`config.mk`:
```
export PLATFORM = sky130hd
export DESIGN_NAME = ppcs_dev_flat
export DESIGN_NICKNAME = d
export VERILOG_FILES = /design/src/design/ppcs_pkg.sv /design/src/design/ppcs_if.sv /design/src/design/ppcs_dev.sv /design/src/flat_wrapper.sv
export SDC_FILE = /design/constraint.sdc
export NUM_CORES = 1
export LEC_CHECK = 0
export ABC_CLOCK_PERIOD_IN_PS = 3400
export BUFFER_PORTS_ARGS = -buffer_cell sky130_fd_sc_hd__buf_4
export CAP_MARGIN = 30
export CORE_UTILIZATION = 27
export CTS_BUF_LIST = sky130_fd_sc_hd__clkbuf_4
export CTS_CLUSTER_SIZE = 28
export DETAILED_ROUTE_END_ITERATION = 12
export PLACE_DENSITY = 0.48
export SLEW_MARGIN = 40
export SYNTH_ARGS = -nofsm -noshare
export SYNTH_HDL_FRONTEND = slang
export SYNTH_SLANG_ARGS = --single-unit
export TNS_END_PERCENT = 1
```
`constraint.sdc`:
```
create_clock -name clk -period 3.4 [get_ports clk]
set_input_delay 0.85 -clock clk [delete_from_list [all_inputs] [get_ports clk]]
set_output_delay 0.85 -clock clk [all_outputs]
set_load 0.01 [all_outputs]
```
`src/design/ppcs_pkg.sv`:
```
// Shared constants for the phrase playback command sequencer and its host.
// Assumes a single 250 MHz clock in both ends.
package ppcs_pkg;
  // Clock rate and command timing
  localparam int unsigned CLK_MHZ        = 250;
  localparam int unsigned BYTE_PROC_NS   = 2000;
  localparam int unsigned FETCH_PROC_NS  = 5000;
  localparam int unsigned BYTE_CYC       = (BYTE_PROC_NS * CLK_MHZ + 999) / 1000;
  localparam int unsigned FETCH_CYC      = (FETCH_PROC_NS * CLK_MHZ + 999) / 1000;
  // Slow tick for silence, fade and chaining window
  localparam int unsigned TICK_US        = 100;
  localparam int unsigned TICK_CYC       = TICK_US * CLK_MHZ;
  localparam int unsigned SIL_UNIT_TICKS = 10;
  localparam int unsigned CHAIN_WIN_MS   = 10;
  localparam int unsigned CHAIN_WIN_TICKS = CHAIN_WIN_MS * 1000 / TICK_US;
  // Stop fade hold per sampling-rate group, in ticks
  localparam logic [5:0]  FADE_T_G0      = 6'h1E;
  localparam logic [5:0]  FADE_T_G1      = 6'h32;
  localparam logic [5:0]  FADE_T_G2      = 6'h28;
  localparam logic [5:0]  FADE_T_G3      = 6'h1D;
  localparam logic [5:0]  FADE_T_G4      = 6'h1B;
  // Command opcodes
  localparam logic [5:0]  OP_AMODE6      = 6'h01;
  localparam logic [7:0]  OP_AMP_VOL     = 8'h08;
  localparam logic [3:0]  OP_FADR        = 4'h3;
  localparam logic [3:0]  OP_PLAY        = 4'h4;
  localparam logic [3:0]  OP_START       = 4'h5;
  localparam logic [3:0]  OP_STOP        = 4'h6;
  localparam logic [3:0]  OP_SIL_INS     = 4'h7;
  localparam logic [3:0]  OP_REP_SET     = 4'h8;
  localparam logic [3:0]  OP_REP_CLR     = 4'h9;
  localparam logic [7:0]  OP_STAT_RD     = 8'hB0;
  localparam logic [7:0]  OP_PLAY3       = 8'hC8;
  localparam logic [3:0]  VOL_0DB        = 4'h0;
  // Host register map and fields
  localparam logic [7:0]  REG_CMD        = 8'h00;
  localparam logic [7:0]  REG_STAT       = 8'h04;
  localparam logic [7:0]  REG_RDST       = 8'h08;
  localparam int unsigned CMD_LEN_LSB    = 24;
  localparam int unsigned CMD_CHAIN_BIT  = 26;
  localparam int unsigned CMD_MASK_LSB   = 28;
  localparam int unsigned STAT_PEND_BIT  = 8;
  localparam int unsigned STAT_LATE_BIT  = 9;
  // Device command engine states
  typedef enum logic [1:0] {ST_IDLE, ST_BYTE, ST_FETCH, ST_FLASH} ppcs_st_e;
endpackage

```
`src/design/ppcs_if.sv`:
```
// Byte command link between host controller and playback sequencer.
// Both ends share clk; no clocking block.
`timescale 1ns/100ps
interface ppcs_if;
  logic       cmd_valid;      // Host byte strobe
  logic [7:0] cmd_byte;       // Host command byte
  logic       cmd_busy_n;     // Low while device processes
  logic [3:0] chan_busy_n;    // Per-channel busy, low active
  logic [3:0] next_cmd_ready; // Per-channel ready for next
  logic       stat_valid;     // Status byte strobe
  logic [7:0] stat_byte;      // Status read answer
  modport dev  (input cmd_valid, cmd_byte,
                output cmd_busy_n, chan_busy_n, next_cmd_ready, stat_valid, stat_byte);
  modport host (output cmd_valid, cmd_byte,
                input cmd_busy_n, chan_busy_n, next_cmd_ready, stat_valid, stat_byte);
endinterface

```
`src/design/ppcs_dev.sv`:
```
// Four-channel playback command sequencer, device end of the byte link.
// Assumes flash reader and mixer on the user side, all on clk.
//
// Design decisions made in the host controller: the AHB-Lite slave port and the address map.
`timescale 1ns/100ps
module ppcs_dev #(
  parameter int unsigned TICK_CYC = ppcs_pkg::TICK_CYC
) (
  input  wire logic              clk,        // System clock
  input  wire logic              rst_n,      // Async reset, low active
  ppcs_if.dev                    lnk,        // Host byte link
  output logic                   fl_req,     // Flash address read request
  output logic [11:0]            fl_phrase,  // Phrase number to look up
  input  wire logic              fl_ack,     // Flash address data valid
  input  wire logic [23:0]       fl_data,    // Phrase start address
  output logic [3:0]             play_start, // Start pulse per channel
  output logic [3:0][23:0]       play_addr,  // Phrase address per channel
  output logic [3:0]             play_stop,  // Stop pulse per channel
  input  wire logic [3:0]        play_done,  // Phrase end pulse per channel
  input  wire logic [2:0]        rate_grp,   // Sampling-rate group
  output logic [3:0]             vol_out     // Applied speaker volume
);
  if (TICK_CYC < 2) begin : g_chk
    $error("TICK_CYC must be at least 2");
  end

  ppcs_pkg::ppcs_st_e st_ff;
  logic [10:0]        cnt_ff;
  logic [1:0]         idx_ff;
  logic [7:0]         b0_ff, b1_ff, b2_ff;
  logic [3:0]         fmask_ff;
  logic [14:0]        tick_cnt_ff;
  logic               tick_ff;
  logic               fade_en_ff, damp_ff;
  logic [3:0]         av_ff;
  logic [3:0]         busy_n_ff, rdy_ff, act_ff, sil_ff, rep_ff, pend_ff, pend_sil_ff;
  logic [3:0][23:0]   pend_addr_ff;
  logic [3:0][7:0]    pend_len_ff;
  logic [3:0][11:0]   sil_cnt_ff;
  logic [3:0][5:0]    fade_cnt_ff;
  logic [3:0][11:0]   preset_ff;
  logic               stat_valid_ff;
  logic [7:0]         stat_byte_ff;

  // Bytes a command needs, from its first byte
  function automatic logic [1:0] need_len(input logic [7:0] b);
    if (b == ppcs_pkg::OP_PLAY3) return 2'd3;
    if (b[7:4] == ppcs_pkg::OP_PLAY || b[7:4] == ppcs_pkg::OP_SIL_INS) return 2'd2;
    if (b[7:4] == ppcs_pkg::OP_FADR || b == ppcs_pkg::OP_AMP_VOL) return 2'd2;
    if (b[7:2] == ppcs_pkg::OP_AMODE6) return 2'd2;
    return 2'd1;
  endfunction

  // Lowest channel of a mask
  function automatic logic [1:0] low_ch(input logic [3:0] m);
    if (m[0]) return 2'd0;
    if (m[1]) return 2'd1;
    if (m[2]) return 2'd2;
    return 2'd3;
  endfunction

  // Stop fade hold for the current rate group
  function automatic logic [5:0] fade_ticks(input logic [2:0] g);
    case (g)
      3'd1:    return ppcs_pkg::FADE_T_G1;
      3'd2:    return ppcs_pkg::FADE_T_G2;
      3'd3:    return ppcs_pkg::FADE_T_G3;
      3'd4:    return ppcs_pkg::FADE_T_G4;
      default: return ppcs_pkg::FADE_T_G0;
    endcase
  endfunction

  // Command decode from the held bytes
  logic       last_done, is_play, is_play3, is_start, is_sil, fetch_kind;
  logic [3:0] cmd_mask;
  logic [11:0] cmd_phr;
  assign last_done  = (st_ff == ppcs_pkg::ST_BYTE) && (cnt_ff == '0)
                      && (idx_ff == need_len(b0_ff) - 2'd1);
  assign is_play3   = (b0_ff == ppcs_pkg::OP_PLAY3);
  assign is_play    = (b0_ff[7:4] == ppcs_pkg::OP_PLAY);
  assign is_start   = (b0_ff[7:4] == ppcs_pkg::OP_START);
  assign is_sil     = (b0_ff[7:4] == ppcs_pkg::OP_SIL_INS);
  assign fetch_kind = is_play | is_play3 | is_start | is_sil;
  assign cmd_mask   = is_play3 ? 4'(1 << b1_ff[5:4]) :
                      (is_play ? 4'(1 << b0_ff[1:0]) : b0_ff[3:0]);
  assign cmd_phr    = is_play3 ? {b1_ff[3:0], b2_ff} : {2'b00, b0_ff[3:2], b1_ff};

  // Channel events raised by the command engine
  logic [3:0] ev_accept, ev_phrase, ev_sil, ev_stop, ev_rset, ev_rclr;
  logic       flash_hit, sil_go;
  assign flash_hit = (st_ff == ppcs_pkg::ST_FLASH) && fl_ack;
  assign sil_go    = (st_ff == ppcs_pkg::ST_FETCH) && (cnt_ff == '0) && is_sil;
  assign ev_accept = (last_done && fetch_kind) ? cmd_mask : 4'h0;
  assign ev_phrase = flash_hit ? 4'(1 << low_ch(fmask_ff)) : 4'h0;
  assign ev_sil    = sil_go ? cmd_mask : 4'h0;
  assign ev_stop   = (last_done && b0_ff[7:4] == ppcs_pkg::OP_STOP) ? b0_ff[3:0] : 4'h0;
  assign ev_rset   = (last_done && b0_ff[7:4] == ppcs_pkg::OP_REP_SET) ? b0_ff[3:0] : 4'h0;
  assign ev_rclr   = (last_done && b0_ff[7:4] == ppcs_pkg::OP_REP_CLR) ? b0_ff[3:0] : 4'h0;

  // Byte reception and fetch sequencing
  always_ff @(posedge clk or negedge rst_n) begin
    if (!rst_n) begin
      st_ff    <= ppcs_pkg::ST_IDLE;
      cnt_ff   <= '0;
      idx_ff   <= '0;
      b0_ff    <= '0;
      b1_ff    <= '0;
      b2_ff    <= '0;
      fmask_ff <= '0;
    end else begin
      case (st_ff)
        ppcs_pkg::ST_IDLE: begin
          if (lnk.cmd_valid) begin
            case (idx_ff)
              2'd0:    b0_ff <= lnk.cmd_byte;
              2'd1:    b1_ff <= lnk.cmd_byte;
              default: b2_ff <= lnk.cmd_byte;
            endcase
            cnt_ff <= 11'(ppcs_pkg::BYTE_CYC - 1);
            st_ff  <= ppcs_pkg::ST_BYTE;
          end
        end
        ppcs_pkg::ST_BYTE: begin
          if (cnt_ff != '0) begin
            cnt_ff <= cnt_ff - 11'd1;
          end else if (!last_done) begin
            idx_ff <= idx_ff + 2'd1;
            st_ff  <= ppcs_pkg::ST_IDLE;
          end else if (fetch_kind) begin
            idx_ff   <= '0;
            fmask_ff <= cmd_mask;
            cnt_ff   <= 11'(ppcs_pkg::FETCH_CYC - 1);
            st_ff    <= ppcs_pkg::ST_FETCH;
          end else begin
            idx_ff <= '0;
            st_ff  <= ppcs_pkg::ST_IDLE;
          end
        end
        ppcs_pkg::ST_FETCH: begin
          if (cnt_ff != '0) begin
            cnt_ff <= cnt_ff - 11'd1;
          end else if (is_sil || fmask_ff == 4'h0) begin
            st_ff <= ppcs_pkg::ST_IDLE;
          end else begin
            st_ff <= ppcs_pkg::ST_FLASH;
          end
        end
        ppcs_pkg::ST_FLASH: begin
          if (fl_ack) begin
            fmask_ff <= fmask_ff & ~ev_phrase;
            if ((fmask_ff & ~ev_phrase) == 4'h0) st_ff <= ppcs_pkg::ST_IDLE;
          end
        end
        default: st_ff <= ppcs_pkg::ST_IDLE;
      endcase
    end
  end

  // Flash lookup request; start uses the channel preset
  assign fl_req         = (st_ff == ppcs_pkg::ST_FLASH);
  assign fl_phrase      = is_start ? preset_ff[low_ch(fmask_ff)] : cmd_phr;
  assign lnk.cmd_busy_n = (st_ff == ppcs_pkg::ST_IDLE);

  // Slow tick divider
  always_ff @(posedge clk or negedge rst_n) begin
    if (!rst_n) begin
      tick_cnt_ff <= '0;
      tick_ff     <= 1'b0;
    end else begin
      tick_ff     <= (tick_cnt_ff == 15'(TICK_CYC - 1));
      tick_cnt_ff <= (tick_cnt_ff == 15'(TICK_CYC - 1)) ? '0 : tick_cnt_ff + 15'd1;
    end
  end

  // Configuration commands and status answer
  always_ff @(posedge clk or negedge rst_n) begin
    if (!rst_n) begin
      fade_en_ff    <= 1'b0;
      damp_ff       <= 1'b0;
      av_ff         <= ppcs_pkg::VOL_0DB;
      vol_out       <= ppcs_pkg::VOL_0DB;
      preset_ff     <= '0;
      stat_valid_ff <= 1'b0;
      stat_byte_ff  <= '0;
    end else begin
      stat_valid_ff <= 1'b0;
      if (last_done && b0_ff[7:2] == ppcs_pkg::OP_AMODE6) begin
        damp_ff    <= b0_ff[1];
        fade_en_ff <= b1_ff[7];
      end
      if (last_done && b0_ff == ppcs_pkg::OP_AMP_VOL) av_ff <= b1_ff[5:2];
      if (last_done && b0_ff[7:4] == ppcs_pkg::OP_FADR)
        preset_ff[b0_ff[1:0]] <= {2'b00, b0_ff[3:2], b1_ff};
      if (last_done && b0_ff == ppcs_pkg::OP_STAT_RD) begin
        stat_valid_ff <= 1'b1;
        stat_byte_ff  <= {busy_n_ff, rdy_ff};
      end
      vol_out <= damp_ff ? ppcs_pkg::VOL_0DB : av_ff;
    end
  end
  assign lnk.stat_valid = stat_valid_ff;
  assign lnk.stat_byte  = stat_byte_ff;

  // Per-channel playback state; later assignments win within a cycle
  always_ff @(posedge clk or negedge rst_n) begin
    if (!rst_n) begin
      busy_n_ff    <= '1;
      rdy_ff       <= '1;
      act_ff       <= '0;
      sil_ff       <= '0;
      rep_ff       <= '0;
      pend_ff      <= '0;
      pend_sil_ff  <= '0;
      pend_addr_ff <= '0;
      pend_len_ff  <= '0;
      sil_cnt_ff   <= '0;
      fade_cnt_ff  <= '0;
      play_start   <= '0;
      play_stop    <= '0;
      play_addr    <= '0;
    end else begin
      play_start <= '0;
      play_stop  <= '0;
      for (int i = 0; i < 4; i++) begin
        logic end_i;
        logic run_i;
        end_i = (act_ff[i] && play_done[i])
                || (sil_ff[i] && tick_ff && sil_cnt_ff[i] == '0);
        run_i = (act_ff[i] || sil_ff[i]) && !end_i;
        if (ev_stop[i]) begin
          {act_ff[i], sil_ff[i], pend_ff[i], rep_ff[i]} <= 4'h0;
          play_stop[i] <= 1'b1;
          rdy_ff[i]    <= 1'b1;
          busy_n_ff[i] <= !fade_en_ff;
          fade_cnt_ff[i] <= fade_en_ff ? fade_ticks(rate_grp) : 6'd0;
        end else begin
          if (sil_ff[i] && tick_ff && sil_cnt_ff[i] != '0)
            sil_cnt_ff[i] <= sil_cnt_ff[i] - 12'd1;
          if (fade_cnt_ff[i] != '0 && tick_ff) begin
            fade_cnt_ff[i] <= fade_cnt_ff[i] - 6'd1;
            if (fade_cnt_ff[i] == 6'd1) busy_n_ff[i] <= 1'b1;
          end
          if (end_i) begin
            if (rep_ff[i] && act_ff[i]) begin
              play_start[i] <= 1'b1;
            end else if (pend_ff[i] && pend_sil_ff[i]) begin
              {act_ff[i], sil_ff[i], pend_ff[i]} <= 3'b010;
              sil_cnt_ff[i] <= 12'((pend_len_ff[i] + 12'd1) * ppcs_pkg::SIL_UNIT_TICKS - 1);
              rdy_ff[i] <= 1'b1;
            end else if (pend_ff[i]) begin
              {act_ff[i], sil_ff[i], pend_ff[i]} <= 3'b100;
              play_addr[i]  <= pend_addr_ff[i];
              play_start[i] <= 1'b1;
              rdy_ff[i]     <= 1'b1;
            end else begin
              {act_ff[i], sil_ff[i]} <= 2'b00;
              busy_n_ff[i] <= 1'b1;
              rdy_ff[i]    <= 1'b1;
            end
          end
          if (ev_accept[i]) begin
            busy_n_ff[i]   <= 1'b0;
            rdy_ff[i]      <= 1'b0;
            fade_cnt_ff[i] <= '0;
          end
          if (ev_phrase[i] && run_i) begin
            pend_ff[i] <= 1'b1;
            pend_sil_ff[i]  <= 1'b0;
            pend_addr_ff[i] <= fl_data;
          end else if (ev_phrase[i]) begin
            {act_ff[i], sil_ff[i]} <= 2'b10;
            play_addr[i]  <= fl_data;
            play_start[i] <= 1'b1;
            rdy_ff[i]     <= 1'b1;
            busy_n_ff[i]  <= 1'b0;
          end
          if (ev_sil[i] && run_i) begin
            pend_ff[i] <= 1'b1;
            pend_sil_ff[i] <= 1'b1;
            pend_len_ff[i] <= b1_ff;
          end else if (ev_sil[i]) begin
            {act_ff[i], sil_ff[i]} <= 2'b01;
            sil_cnt_ff[i] <= 12'((b1_ff + 12'd1) * ppcs_pkg::SIL_UNIT_TICKS - 1);
            rdy_ff[i]     <= 1'b1;
            busy_n_ff[i]  <= 1'b0;
          end
          if (ev_rset[i] && act_ff[i]) begin
            rep_ff[i] <= 1'b1;
            rdy_ff[i] <= 1'b0;
          end
          if (ev_rclr[i]) begin
            rep_ff[i] <= 1'b0;
            if (run_i && !pend_ff[i]) rdy_ff[i] <= 1'b1;
          end
        end
      end
    end
  end
  assign lnk.chan_busy_n    = busy_n_ff;
  assign lnk.next_cmd_ready = rdy_ff;
endmodule

```
`src/flat_wrapper.sv`:
```
// flat-port wrapper written by rule: the top's interface ports become plain ports
module ppcs_dev_flat 
#(
  parameter int unsigned TICK_CYC = ppcs_pkg::TICK_CYC
)
  (clk, rst_n, fl_req, fl_phrase, fl_ack, fl_data, play_start, play_addr, play_stop, play_done, rate_grp, vol_out, lnk_cmd_valid, lnk_cmd_byte, lnk_cmd_busy_n, lnk_chan_busy_n, lnk_next_cmd_ready, lnk_stat_valid, lnk_stat_byte);
  ppcs_if lnk_i ();
  input  wire logic clk;
  input  wire logic rst_n;
  output logic fl_req;
  output logic [11:0] fl_phrase;
  input  wire logic fl_ack;
  input  wire logic [23:0] fl_data;
  output logic [3:0] play_start;
  output logic [3:0][23:0] play_addr;
  output logic [3:0] play_stop;
  input  wire logic [3:0] play_done;
  input  wire logic [2:0] rate_grp;
  output logic [3:0] vol_out;
  input wire logic [$bits(lnk_i.cmd_valid)-1:0] lnk_cmd_valid;
  input wire logic [$bits(lnk_i.cmd_byte)-1:0] lnk_cmd_byte;
  output wire logic [$bits(lnk_i.cmd_busy_n)-1:0] lnk_cmd_busy_n;
  output wire logic [$bits(lnk_i.chan_busy_n)-1:0] lnk_chan_busy_n;
  output wire logic [$bits(lnk_i.next_cmd_ready)-1:0] lnk_next_cmd_ready;
  output wire logic [$bits(lnk_i.stat_valid)-1:0] lnk_stat_valid;
  output wire logic [$bits(lnk_i.stat_byte)-1:0] lnk_stat_byte;
  assign lnk_i.cmd_valid = lnk_cmd_valid;
  assign lnk_i.cmd_byte = lnk_cmd_byte;
  assign lnk_cmd_busy_n = lnk_i.cmd_busy_n;
  assign lnk_chan_busy_n = lnk_i.chan_busy_n;
  assign lnk_next_cmd_ready = lnk_i.next_cmd_ready;
  assign lnk_stat_valid = lnk_i.stat_valid;
  assign lnk_stat_byte = lnk_i.stat_byte;
  ppcs_dev #(.TICK_CYC(TICK_CYC)) u_core (.clk(clk), .rst_n(rst_n), .lnk(lnk_i), .fl_req(fl_req), .fl_phrase(fl_phrase), .fl_ack(fl_ack), .fl_data(fl_data), .play_start(play_start), .play_addr(play_addr), .play_stop(play_stop), .play_done(play_done), .rate_grp(rate_grp), .vol_out(vol_out));
endmodule
```
* Word-level counts from Yosys, hierarchy flattened
Index checks and enable logic that the tools add are counted.
Cells by class: $add $sub $neg 22, shift operators 3, $lt $le $gt $ge 3, bitwise logic cells 11, $mul 5, divide/modulo/power cells 0, reductions and logical operators 142, equality and inequality tests 39, mux-type cells 355
Operators by type and width (number):
- 24-bit two-way mux | 24
- 12-bit two-way mux | 28
- 1-bit two-way mux | 241
- 32-bit by 3-bit multiplier with 11-bit output, second input constant | 5
- 12-bit by 1-bit subtractor with 12-bit output, second input constant | 9
- 6-bit two-way mux | 13
- 1-bit logical AND | 62
- 11-bit two-way mux | 5
- 4-bit two-way mux | 13
- 48-bit bitwise mux | 1
- 12-bit zero test | 4
- 12-bit nonzero test | 4
- 2-bit two-way mux | 23
- 8-bit by 1-bit adder with 9-bit output, second input constant | 5
- 2-bit AND reduction | 17
- 11-bit case mux with 3 select lines | 1
- 6-bit by 1-bit == test with 1-bit output, second input constant | 5
- 3-bit nonzero test | 9
- 12-bit binary-select mux with 2-bit select | 1
- 12-bit demux with 2-bit select | 1
- 6-bit case mux with 4 select lines | 1
- 6-bit nonzero test | 4
- 6-bit by 1-bit subtractor with 6-bit output, second input constant | 4
- 4-bit by 3-bit == test with 1-bit output, second input constant | 4
- 40 further kinds | 96
Word-level totals: output and inout port bits 139, input bits 43, word-level logic and storage cells 637, bits in latches 0, memories 0, ROM bits 0, RAM bits 0, register bits after elaboration 458

* Logic depth before layout (Yosys ltp)
Gate-level depths: netlist of run 1.
depth in word-level cells 27, mapped depth 15, gate-level depth less buffers 15

* Least setup slack after synthesis of run 1
No wires, ideal clock.
path kind reg-to-reg, start point register u_core.pend_len_ff[26] (netlist bit), end point register u_core.sil_cnt_ff[47] (netlist bit), buffers on the path 1, clock period less this slack 3.431 ns, stages on the path, launching flop included 15, slack -0.031 ns, arrival time 3.294 ns, setup time 0.137 ns, required time 3.263 ns, path through dfrtp_1 clkbuf_1 and3_1 nand3_1 xnor2_1 ha_1 ha_1 a21oi_1 a21boi_0 o311ai_0 nor2b_1 maj3_1 o21a_1 o31ai_1 a31oi_1
Between the ends: cells in the longest elaborated chain, start to end 8
Ends and longest elaborated chain:
- start: declaration | RTL line ppcs_dev.sv:38 | logic [3:0][7:0] pend_len_ff;
- start signal: assignment | RTL line ppcs_dev.sv:215 | pend_len_ff <= '0;
- start signal: indexed assignment | RTL line ppcs_dev.sv:280 | pend_len_ff[i] <= b1_ff;
- 8-bit by 1-bit adder with 9-bit output (*) | RTL line ppcs_dev.sv:248 | sil_cnt_ff[i] <= 12'((pend_len_ff[i] + 12'd1) * ppcs_pkg::SIL_UNIT_TICKS - 1);
- 32-bit by 3-bit multiplier with 11-bit output (*) | RTL line ppcs_dev.sv:248
- 12-bit by 1-bit subtractor with 12-bit output (*) | RTL line ppcs_dev.sv:248
- 12-bit two-way mux (*) | RTL line ppcs_dev.sv:246 | end else if (pend_ff[i] && pend_sil_ff[i]) begin
- 12-bit two-way mux (*) | RTL line ppcs_dev.sv:244 | if (rep_ff[i] && act_ff[i]) begin
- 12-bit two-way mux (*) | RTL line ppcs_dev.sv:243 | if (end_i) begin
- 12-bit two-way mux | RTL line ppcs_dev.sv:281 | end else if (ev_sil[i]) begin
- 12-bit two-way mux (*) | RTL line ppcs_dev.sv:277 | if (ev_sil[i] && run_i) begin
- end signal: indexed assignment | RTL line ppcs_dev.sv:238 | sil_cnt_ff[i] <= sil_cnt_ff[i] - 12'd1;
- end signal: indexed assignment | RTL line ppcs_dev.sv:248
- end signal: indexed assignment | RTL line ppcs_dev.sv:283 | sil_cnt_ff[i] <= 12'((b1_ff + 12'd1) * ppcs_pkg::SIL_UNIT_TICKS - 1);
- end: declaration | RTL line ppcs_dev.sv:39 | logic [3:0][11:0] sil_cnt_ff;
Every way passes the cells marked *; elsewhere a longest branch is shown, timed or not. A chain may end at the register's enable or synchronous reset.

* Worst setup path after layout of run 1
start point register u_core.b0_ff[4], end point output fl_phrase[2]
Between the ends: cells in the longest elaborated chain, start to end 3, elaborated cells between the ends (all ways) 4, those cells by class 2 x eq/ne; 2 x mux
Ends and longest elaborated chain:
- start: declaration | RTL line ppcs_dev.sv:30 | logic [7:0] b0_ff, b1_ff, b2_ff;
- start signal: assignment | RTL line ppcs_dev.sv:115 | 2'd0: b0_ff <= lnk.cmd_byte;
- 8-bit == test | RTL line ppcs_dev.sv:79 | assign is_play3 = (b0_ff == ppcs_pkg::OP_PLAY3);
- 12-bit two-way mux | RTL line ppcs_dev.sv:86 | assign cmd_phr = is_play3 ? {b1_ff[3:0], b2_ff} : {2'b00, b0_ff[3:2], b1_ff};
- 12-bit two-way mux (*) | RTL line ppcs_dev.sv:161 | assign fl_phrase = is_start ? preset_ff[low_ch(fmask_ff)] : cmd_phr;
- end: declaration | RTL line flat_wrapper.sv:11 | output logic [11:0] fl_phrase;
Marked as above.

==> impl_metrics.json, run 1 <==
{
  "grt_max_degree": 68,
  "grtUsageTotal_pct": 17.6,
  "cts_max_level": 4,
  "dr.pass1.iters": 5,
  "crit_arrival_ns": 2.60,
  "first_iter_violations": 1317,
  "synth_cells": 2514,
  "slowest_stage": "dfrtp_2",
  "initial_core_util_pct": 27.3,
  "gp_congestion": 0.840,
  "required_ns": 2.55,
  "fin_util_pct": 34.7,
  "io_buffers": 181,
  "relSlewSlack_pct": 40.3,
  "syn_avg_cell_area_um2": 9.97,
  "finClkSkew_ns": 0.0885,
  "hp-class": "input port to flip-flop",
  "crit_path_end_kind": "primary output",
  "cap_violations": 0,
  "worst-path-buf-inv": 3,
  "wl_per_cell_um": 19.3,
  "hold_viol_final": 0,
  "tritoncts": "done",
  "drv_slew": 0,
  "power.density_mw_per_mm2": 547,
  "drive_gt1_share_pct": 32.0,
  "clkLatencyLatePin_ns": 0.98,
  "fin_crit_sh_pct": 101,
  "fillers": 9479,
  "drcViolationCount": 0,
  "ys_seq_elements": 450,
  "startpoint_type": "flip-flop",
  "vias": 21100,
  "wl_mm": 83.2,
  "synth_edf_count": 0,
  "antenna_found_initial": 6,
  "violations": "setup timing",
  "core_region_area_mm2": 0.0918,
  "seq_area_frac_synth_pct": 45.0,
  "yosys_warnings": 0,
  "die_w_um": 307,
  "cpPeakStageDelay_ns": 0.41,
  "grt_pass1_wl_mm": 127,
  "clockBufferDepth": 3,
  "cts-root-buf": "clkbuf_4",
  "crit_fanout": 12,
  "path_clk_slew_ns": 0.06,
  "cts_made_buffers": 137,
  "rsz0062_at_grt": "yes",
  "worst_path_dominant_cell_family": "buffers and inverters",
  "final_area_mm2": 0.0318,
  "tightest_slew_ns": 0.886,
  "period_needed_ns": 3.45,
  "post_dp_cell_area_mm2": 0.0295,
  "critical_path.cell_chain": "buf_6 -> nor4bb_4 -> nand3_1 -> buf_8 -> mux2i_1 -> a21oi_2 -> buf_4",
  "synthArstFlopShare_pct": 100,
  "ir_drop_mv": 0.199,
  "setup_ws_ns": -0.0458,
  "die_area_mm2": 0.0940,
  "worstSetupPathType": "flip-flop to primary output",
  "ys.flop_type": "dfrtp_1",
  "final_nets": 3114,
  "netlist_area_mm2": 0.0251,
  "grt-ovfl-total": 0,
  "row_count": 111,
  "boundaryPins": 182,
  "setup_viol": 6,
  "cts.sinks": 450,
  "ant_nets": 0,
  "viasPerCell": 4.88,
  "syn_to_final_growth_pct": 27.1,
  "die_height_um": 307,
  "status": "complete, but fails checks",
  "leakagePower_uw": 0.0147,
  "final.setup.tns_ns": -0.117,
  "place_hpwl_mm": 59.3,
  "dp_slack_ns": -0.333,
  "syn-num-nets": 2654,
  "grt_pass1_vias": 21100,
  "fmax_mhz": 290,
  "yosysUniqueCellTypes": 92
}
-- per-layer routing --
metal,GRT usage [%],part of all wire (%),vias up
met5,0,0,-
met4,5.69,2.1,0
met3,3.41,4.2,110
met2,28.6,48,436
met1,23.4,46,10400
li1,-,-,10100
-- area by class of cell --
type	instances	area, um2	area share [%]
clock buffers	198	1490	4.67
flip-flops and latches	450	11300	35.4
well taps	1243	1560	4.88
inverters	48	180	0.566
repair buffers	444	3560	11.2
diodes	6	15.0	0.0472
multi-input cells	1893	13500	42.4
clock inverters	38	260	0.817
-- power breakdown --
group	leakage [uW]	switching [uW]	internal, uW
sequential	0.00570	797	6240
clock	0.00104	2550	2910
combinational	0.00798	2740	2180
total	0.0147	6090	11300
-- stage by stage --
| stage | power, uW | hold slack, ns | std cells |
|---|---|---|---|
| floorplan | 9310 | 0.433 | 2514 |
| global placement | 11900 | 0.454 | 4063 |
| finish | 17400 | 0.157 | 4320 |
| CTS | 17600 | 0.00194 | 4311 |
| global route | 18500 | 0.0208 | 4319 |
| detailed placement | 11900 | 0.459 | 4064 |
-- flip-flops by register name, summed over array words and instances (netlist names), 4 cells and up --
name	count
u_core.play_stop	4
u_core.lnk.next_cmd_ready	4
u_core.b2_ff	8
u_core.play_start	4
u_core.cnt_ff	11
u_core.lnk.chan_busy_n	4
u_core.lnk.stat_byte	8
u_core.play_addr	96
u_core.rep_ff	4
u_core.act_ff	4
u_core.vol_out	4
u_core.fmask_ff	4
u_core.b1_ff	8
u_core.sil_ff	4
u_core.preset_ff	40
u_core.tick_cnt_ff	15
u_core.pend_addr_ff	96
u_core.b0_ff	8
u_core.sil_cnt_ff	48
u_core.pend_sil_ff	4
u_core.pend_ff	4
u_core.pend_len_ff	32
u_core.fade_cnt_ff	24
u_core.av_ff	4
-- kinds of logic after synthesis --
kind of cell               count (synthesis)  share of synthesized area, %
and+or+nand+nor                          795                          15.9
AOI/OAI and AO/OA                        612                          15.1
muxes                                    217                          9.77
adders and majority gates                101                          5.15
buffers and inverters                    171                          2.95
DFF                                      450                          45.0
xor gates and xnor gates                 168                          6.15
-- cells in the mapped netlist (22+ instances only) --
master | instances | share of area, %
dfrtp_1 | 442 | 44
nor2_1 | 244 | 3.7
nand2_1 | 202 | 3.0
mux2_2 | 196 | 8.8
a21oi_1 | 164 | 3.3
o21ai_0 | 137 | 2.7
ha_1 | 92 | 4.6
xnor2_1 | 90 | 3.1
clkbuf_1 | 84 | 1.3
nand3_1 | 79 | 1.6
o22ai_1 | 76 | 1.9
xor2_1 | 73 | 2.6
nor3_1 | 54 | 1.1
a22oi_1 | 48 | 1.4
inv_1 | 47 | 0.70
nand2b_1 | 31 | 0.77
o211ai_1 | 29 | 0.87
and3_1 | 24 | 0.60
buf_2 | 23 | 0.46
a211oi_1 | 22 | 0.66
-- worst reg2reg max path, delay by kind of cell, from the launching register on --
family                   cells  cell delay [ns]
adder cells (fa/ha/maj)      4             1.16
AO/OA/AOI/OAI                6             0.88
AND/OR/NAND/NOR              3             0.55
flip-flops                   1             0.39
XOR/XNOR                     1             0.15
buffers and inverters        1             0.15
-- cells in the final DEF (no fill, tap or decap), types with 47 or more instances in the layout --
cell | Yosys | routed
dfrtp_1 | 442 | 438
buf_4 | 10 | 419
nor2_1 | 244 | 238
nand2_1 | 202 | 202
clkbuf_4 | 0 | 198
mux2_2 | 196 | 196
a21oi_1 | 164 | 154
o21ai_0 | 137 | 133
ha_1 | 92 | 85
xnor2_1 | 90 | 80
nand3_1 | 79 | 79
o22ai_1 | 76 | 76
xor2_1 | 73 | 68
inv_1 | 47 | 47
nor3_1 | 54 | 47
a22oi_1 | 48 | 47
-- final timing paths --
kind,slack [ns],cells after the start,start,end
max,-0.05,7,u_core.b0_ff[4],fl_phrase[2]
min,0.16,2,lnk_cmd_byte[1],u_core.b2_ff[1]
max reg2reg,-0.01,15,u_core.pend_len_ff[16],u_core.sil_cnt_ff[35]
min reg2reg,0.46,1,u_core.tick_cnt_ff[0],u_core.tick_cnt_ff[0]
max in group asynchronous,2.02,3,rst_n,u_core.pend_len_ff[10]
min in group asynchronous,0.43,2,rst_n,u_core.play_addr[33]
-- what timing repair did --
| action | in CTS | in global routing |
|---|---|---|
| pin swaps | 4 | 20 |
| endpoints found under the hold margin | 51 | 0 |
| resized for setup | 30 | 64 |
| setup endpoints to repair | 22 | 43 |
| setup buffers | 7 | 3 |
| hold buffers | 4 | 0 |
Power figures use the tool's default switching activity.
==> run 2: changes to the inputs <==
RECOVER_POWER = 50   (was default)
==> run 2 against run 1 <==
Effect of this change: the flow finishes with violations (capacitance limit, slew limit, setup timing); worst hold slack improved by 0.0031 ns; non-clock buffer count did not move; fmax rose by 0.15%; via count rose by 0.20%; combinational power barely moved.
==> impl_metrics.json, run 2 (same netlist as run 1, synthesis figures left out) <==
{
  "status": "complete, but fails checks",
  "violations": "capacitance limit, slew limit, setup timing",
  "relSlewSlack_pct": -31.0,
  "required_ns": 2.55,
  "cap_violations": 1,
  "antenna_found_initial": 6,
  "first_iter_violations": 1359,
  "startpoint": "u_core.b0_ff[4]",
  "syn_to_final_growth_pct": 26.5,
  "die_height_um": 307,
  "top_regs": "u_core.pend_addr_ff: 96 flops, u_core.play_addr: 96 flops, u_core.sil_cnt_ff: 48 flops",
  "p_int_uw": 11300,
  "tightest_slew_ns": 1.96,
  "cts_made_buffers": 137,
  "wl_mm": 83.2,
  "final_common_cell": "dfrtp_1",
  "cts-root-buf": "clkbuf_4",
  "drcViolationCount": 0,
  "worstSetupPathType": "flip-flop to primary output",
  "placed_cells": 4064,
  "initial_core_util_pct": 27.3,
  "io_buffers": 181,
  "sw_frac_of_total_pct": 35.0,
  "cpPeakStageDelay_ns": 0.41,
  "crit_path_end": "fl_phrase[2]",
  "worstSetupPathDepth": 7,
  "grt_pass1_wl_mm": 127,
  "row_count": 111,
  "r2r_start": "u_core.pend_len_ff[16]",
  "dp_slack_ns": -0.333,
  "tritoncts": "done",
  "core_region_area_mm2": 0.0918,
  "path_clk_slew_ns": 0.06,
  "cts_max_level": 4,
  "p_comb_share_pct": 28.2,
  "boundaryPins": 182,
  "final_cell_mix": "dfrtp_1 (438), buf_4 (399), nor2_1 (238)",
  "final_area_mm2": 0.0317,
  "fin_crit_sh_pct": 101,
  "gp_congestion": 0.840,
  "crit_path_end_kind": "primary output",
  "crit_fanout": 12,
  "drive_gt1_share_pct": 31.3,
  "dr.pass1.iters": 5,
  "seqPwrFrac_pct": 40.4,
  "final_nets": 3114,
  "clkPwrFrac_pct": 31.4,
  "ant_nets": 0,
  "die_w_um": 307,
  "setup_viol": 6,
  "drv_slew": 68,
  "viasPerCell": 4.89,
  "fmax_mhz": 291,
  "timing.rr.end": "u_core.sil_cnt_ff[35]",
  "rsz0062_at_grt": "yes",
  "vias": 21100,
  "fin_util_pct": 34.5,
  "power_switching_uw": 6080,
  "grt_pass1_vias": 21100,
  "hp-class": "input port to flip-flop",
  "hold_viol_final": 0,
  "fin_cells": 4321,
  "cts.sinks": 450,
  "clockBufferDepth": 3,
  "fillers": 9504,
  "slowest_stage": "dfrtp_2",
  "grtUsageTotal_pct": 17.6,
  "setup_ws_ns": -0.0405,
  "crit_arrival_ns": 2.59,
  "total_power_uw": 17400,
  "wl_per_cell_um": 19.2,
  "regToRegSetupSlack_ns": -0.01,
  "clkLatencyLatePin_ns": 0.98,
  "startpoint_type": "flip-flop",
  "post_dp_cell_area_mm2": 0.0295,
  "leakagePower_uw": 0.0146,
  "rr_worst_depth": 15,
  "die_area_mm2": 0.0940,
  "critical_path.cell_chain": "buf_6 -> nor4bb_4 -> nand3_1 -> buf_8 -> mux2i_1 -> a21oi_2 -> buf_4",
  "ir_drop_mv": 0.201,
  "place_hpwl_mm": 59.3,
  "grt-ovfl-total": 0,
  "worst-path-buf-inv": 3,
  "worst_path_dominant_cell_family": "buffers and inverters",
  "finClkSkew_ns": 0.0910,
  "grt_max_degree": 68,
  "power.density_mw_per_mm2": 549,
  "period_needed_ns": 3.44
}
==> run 2: changes by cell type in the layout (fill, tap and decap cells not counted), sizes merged <==
cell	change
clkbuf	+25
buf	-25
diode	+1
==> run 2: final cells by class <==
class | count | area (um2) | area share (%)
timing repair buffer | 444 | 3430 | 10.8
tap | 1243 | 1560 | 4.91
antenna | 7 | 17.5 | 0.0553
inverter | 48 | 180 | 0.568
clock inverter | 38 | 260 | 0.821
multi-input combinational | 1893 | 13500 | 42.6
clock buffer | 198 | 1490 | 4.69
sequential | 450 | 11300 | 35.6
==> run 2: stage by stage <==
step                setup TNS [ns]  hold slack, ns
floorplan                  -0.0265           0.433
global placement             -1.46           0.454
detailed placement           -1.73           0.459
CTS                          -2.41         0.00194
global route                 -6.55          0.0209
finish                     -0.0962           0.160
==> run 2: repair_timing <==
action                                 CTS  global route
pin swaps                                4            20
setup buffers                            7             3
gates resized for setup                 30            64
hold buffers                             4             0
setup endpoints to repair               22            43
endpoints found under the hold margin   51             0
==> run 2: routing by layer <==
| metal | global-route usage (%) | vias up | wire length, um |
|---|---|---|---|
| met5 | 0 | - | 0 |
| li1 | - | 10100 | - |
| met4 | 5.69 | 0 | 1700 |
| met1 | 23.4 | 10400 | 38100 |
| met3 | 3.41 | 113 | 3690 |
| met2 | 28.6 | 457 | 39700 |
==> run 2: worst min-delay path by stage <==
stage,cells past startpoint,to,from
floorplan,1,u_core.tick_cnt_ff[0],u_core.tick_cnt_ff[0]
global placement,1,u_core.tick_cnt_ff[0],u_core.tick_cnt_ff[0]
detailed placement,1,u_core.tick_cnt_ff[0],u_core.tick_cnt_ff[0]
CTS,2,u_core.b2_ff[1],lnk_cmd_byte[1]
global route,2,u_core.b2_ff[1],lnk_cmd_byte[1]
finish,2,u_core.b2_ff[1],lnk_cmd_byte[1]
==> run 2: power groups by stage <==
stage | clock, uW | combinational [uW] | sequential, uW
finish | 5460 | 4900 | 7030
global route | 5990 | 5340 | 7140
CTS | 5690 | 4880 | 7040
detailed placement | 0 | 4750 | 7140
global placement | 0 | 4730 | 7130
floorplan | 0 | 2310 | 7000
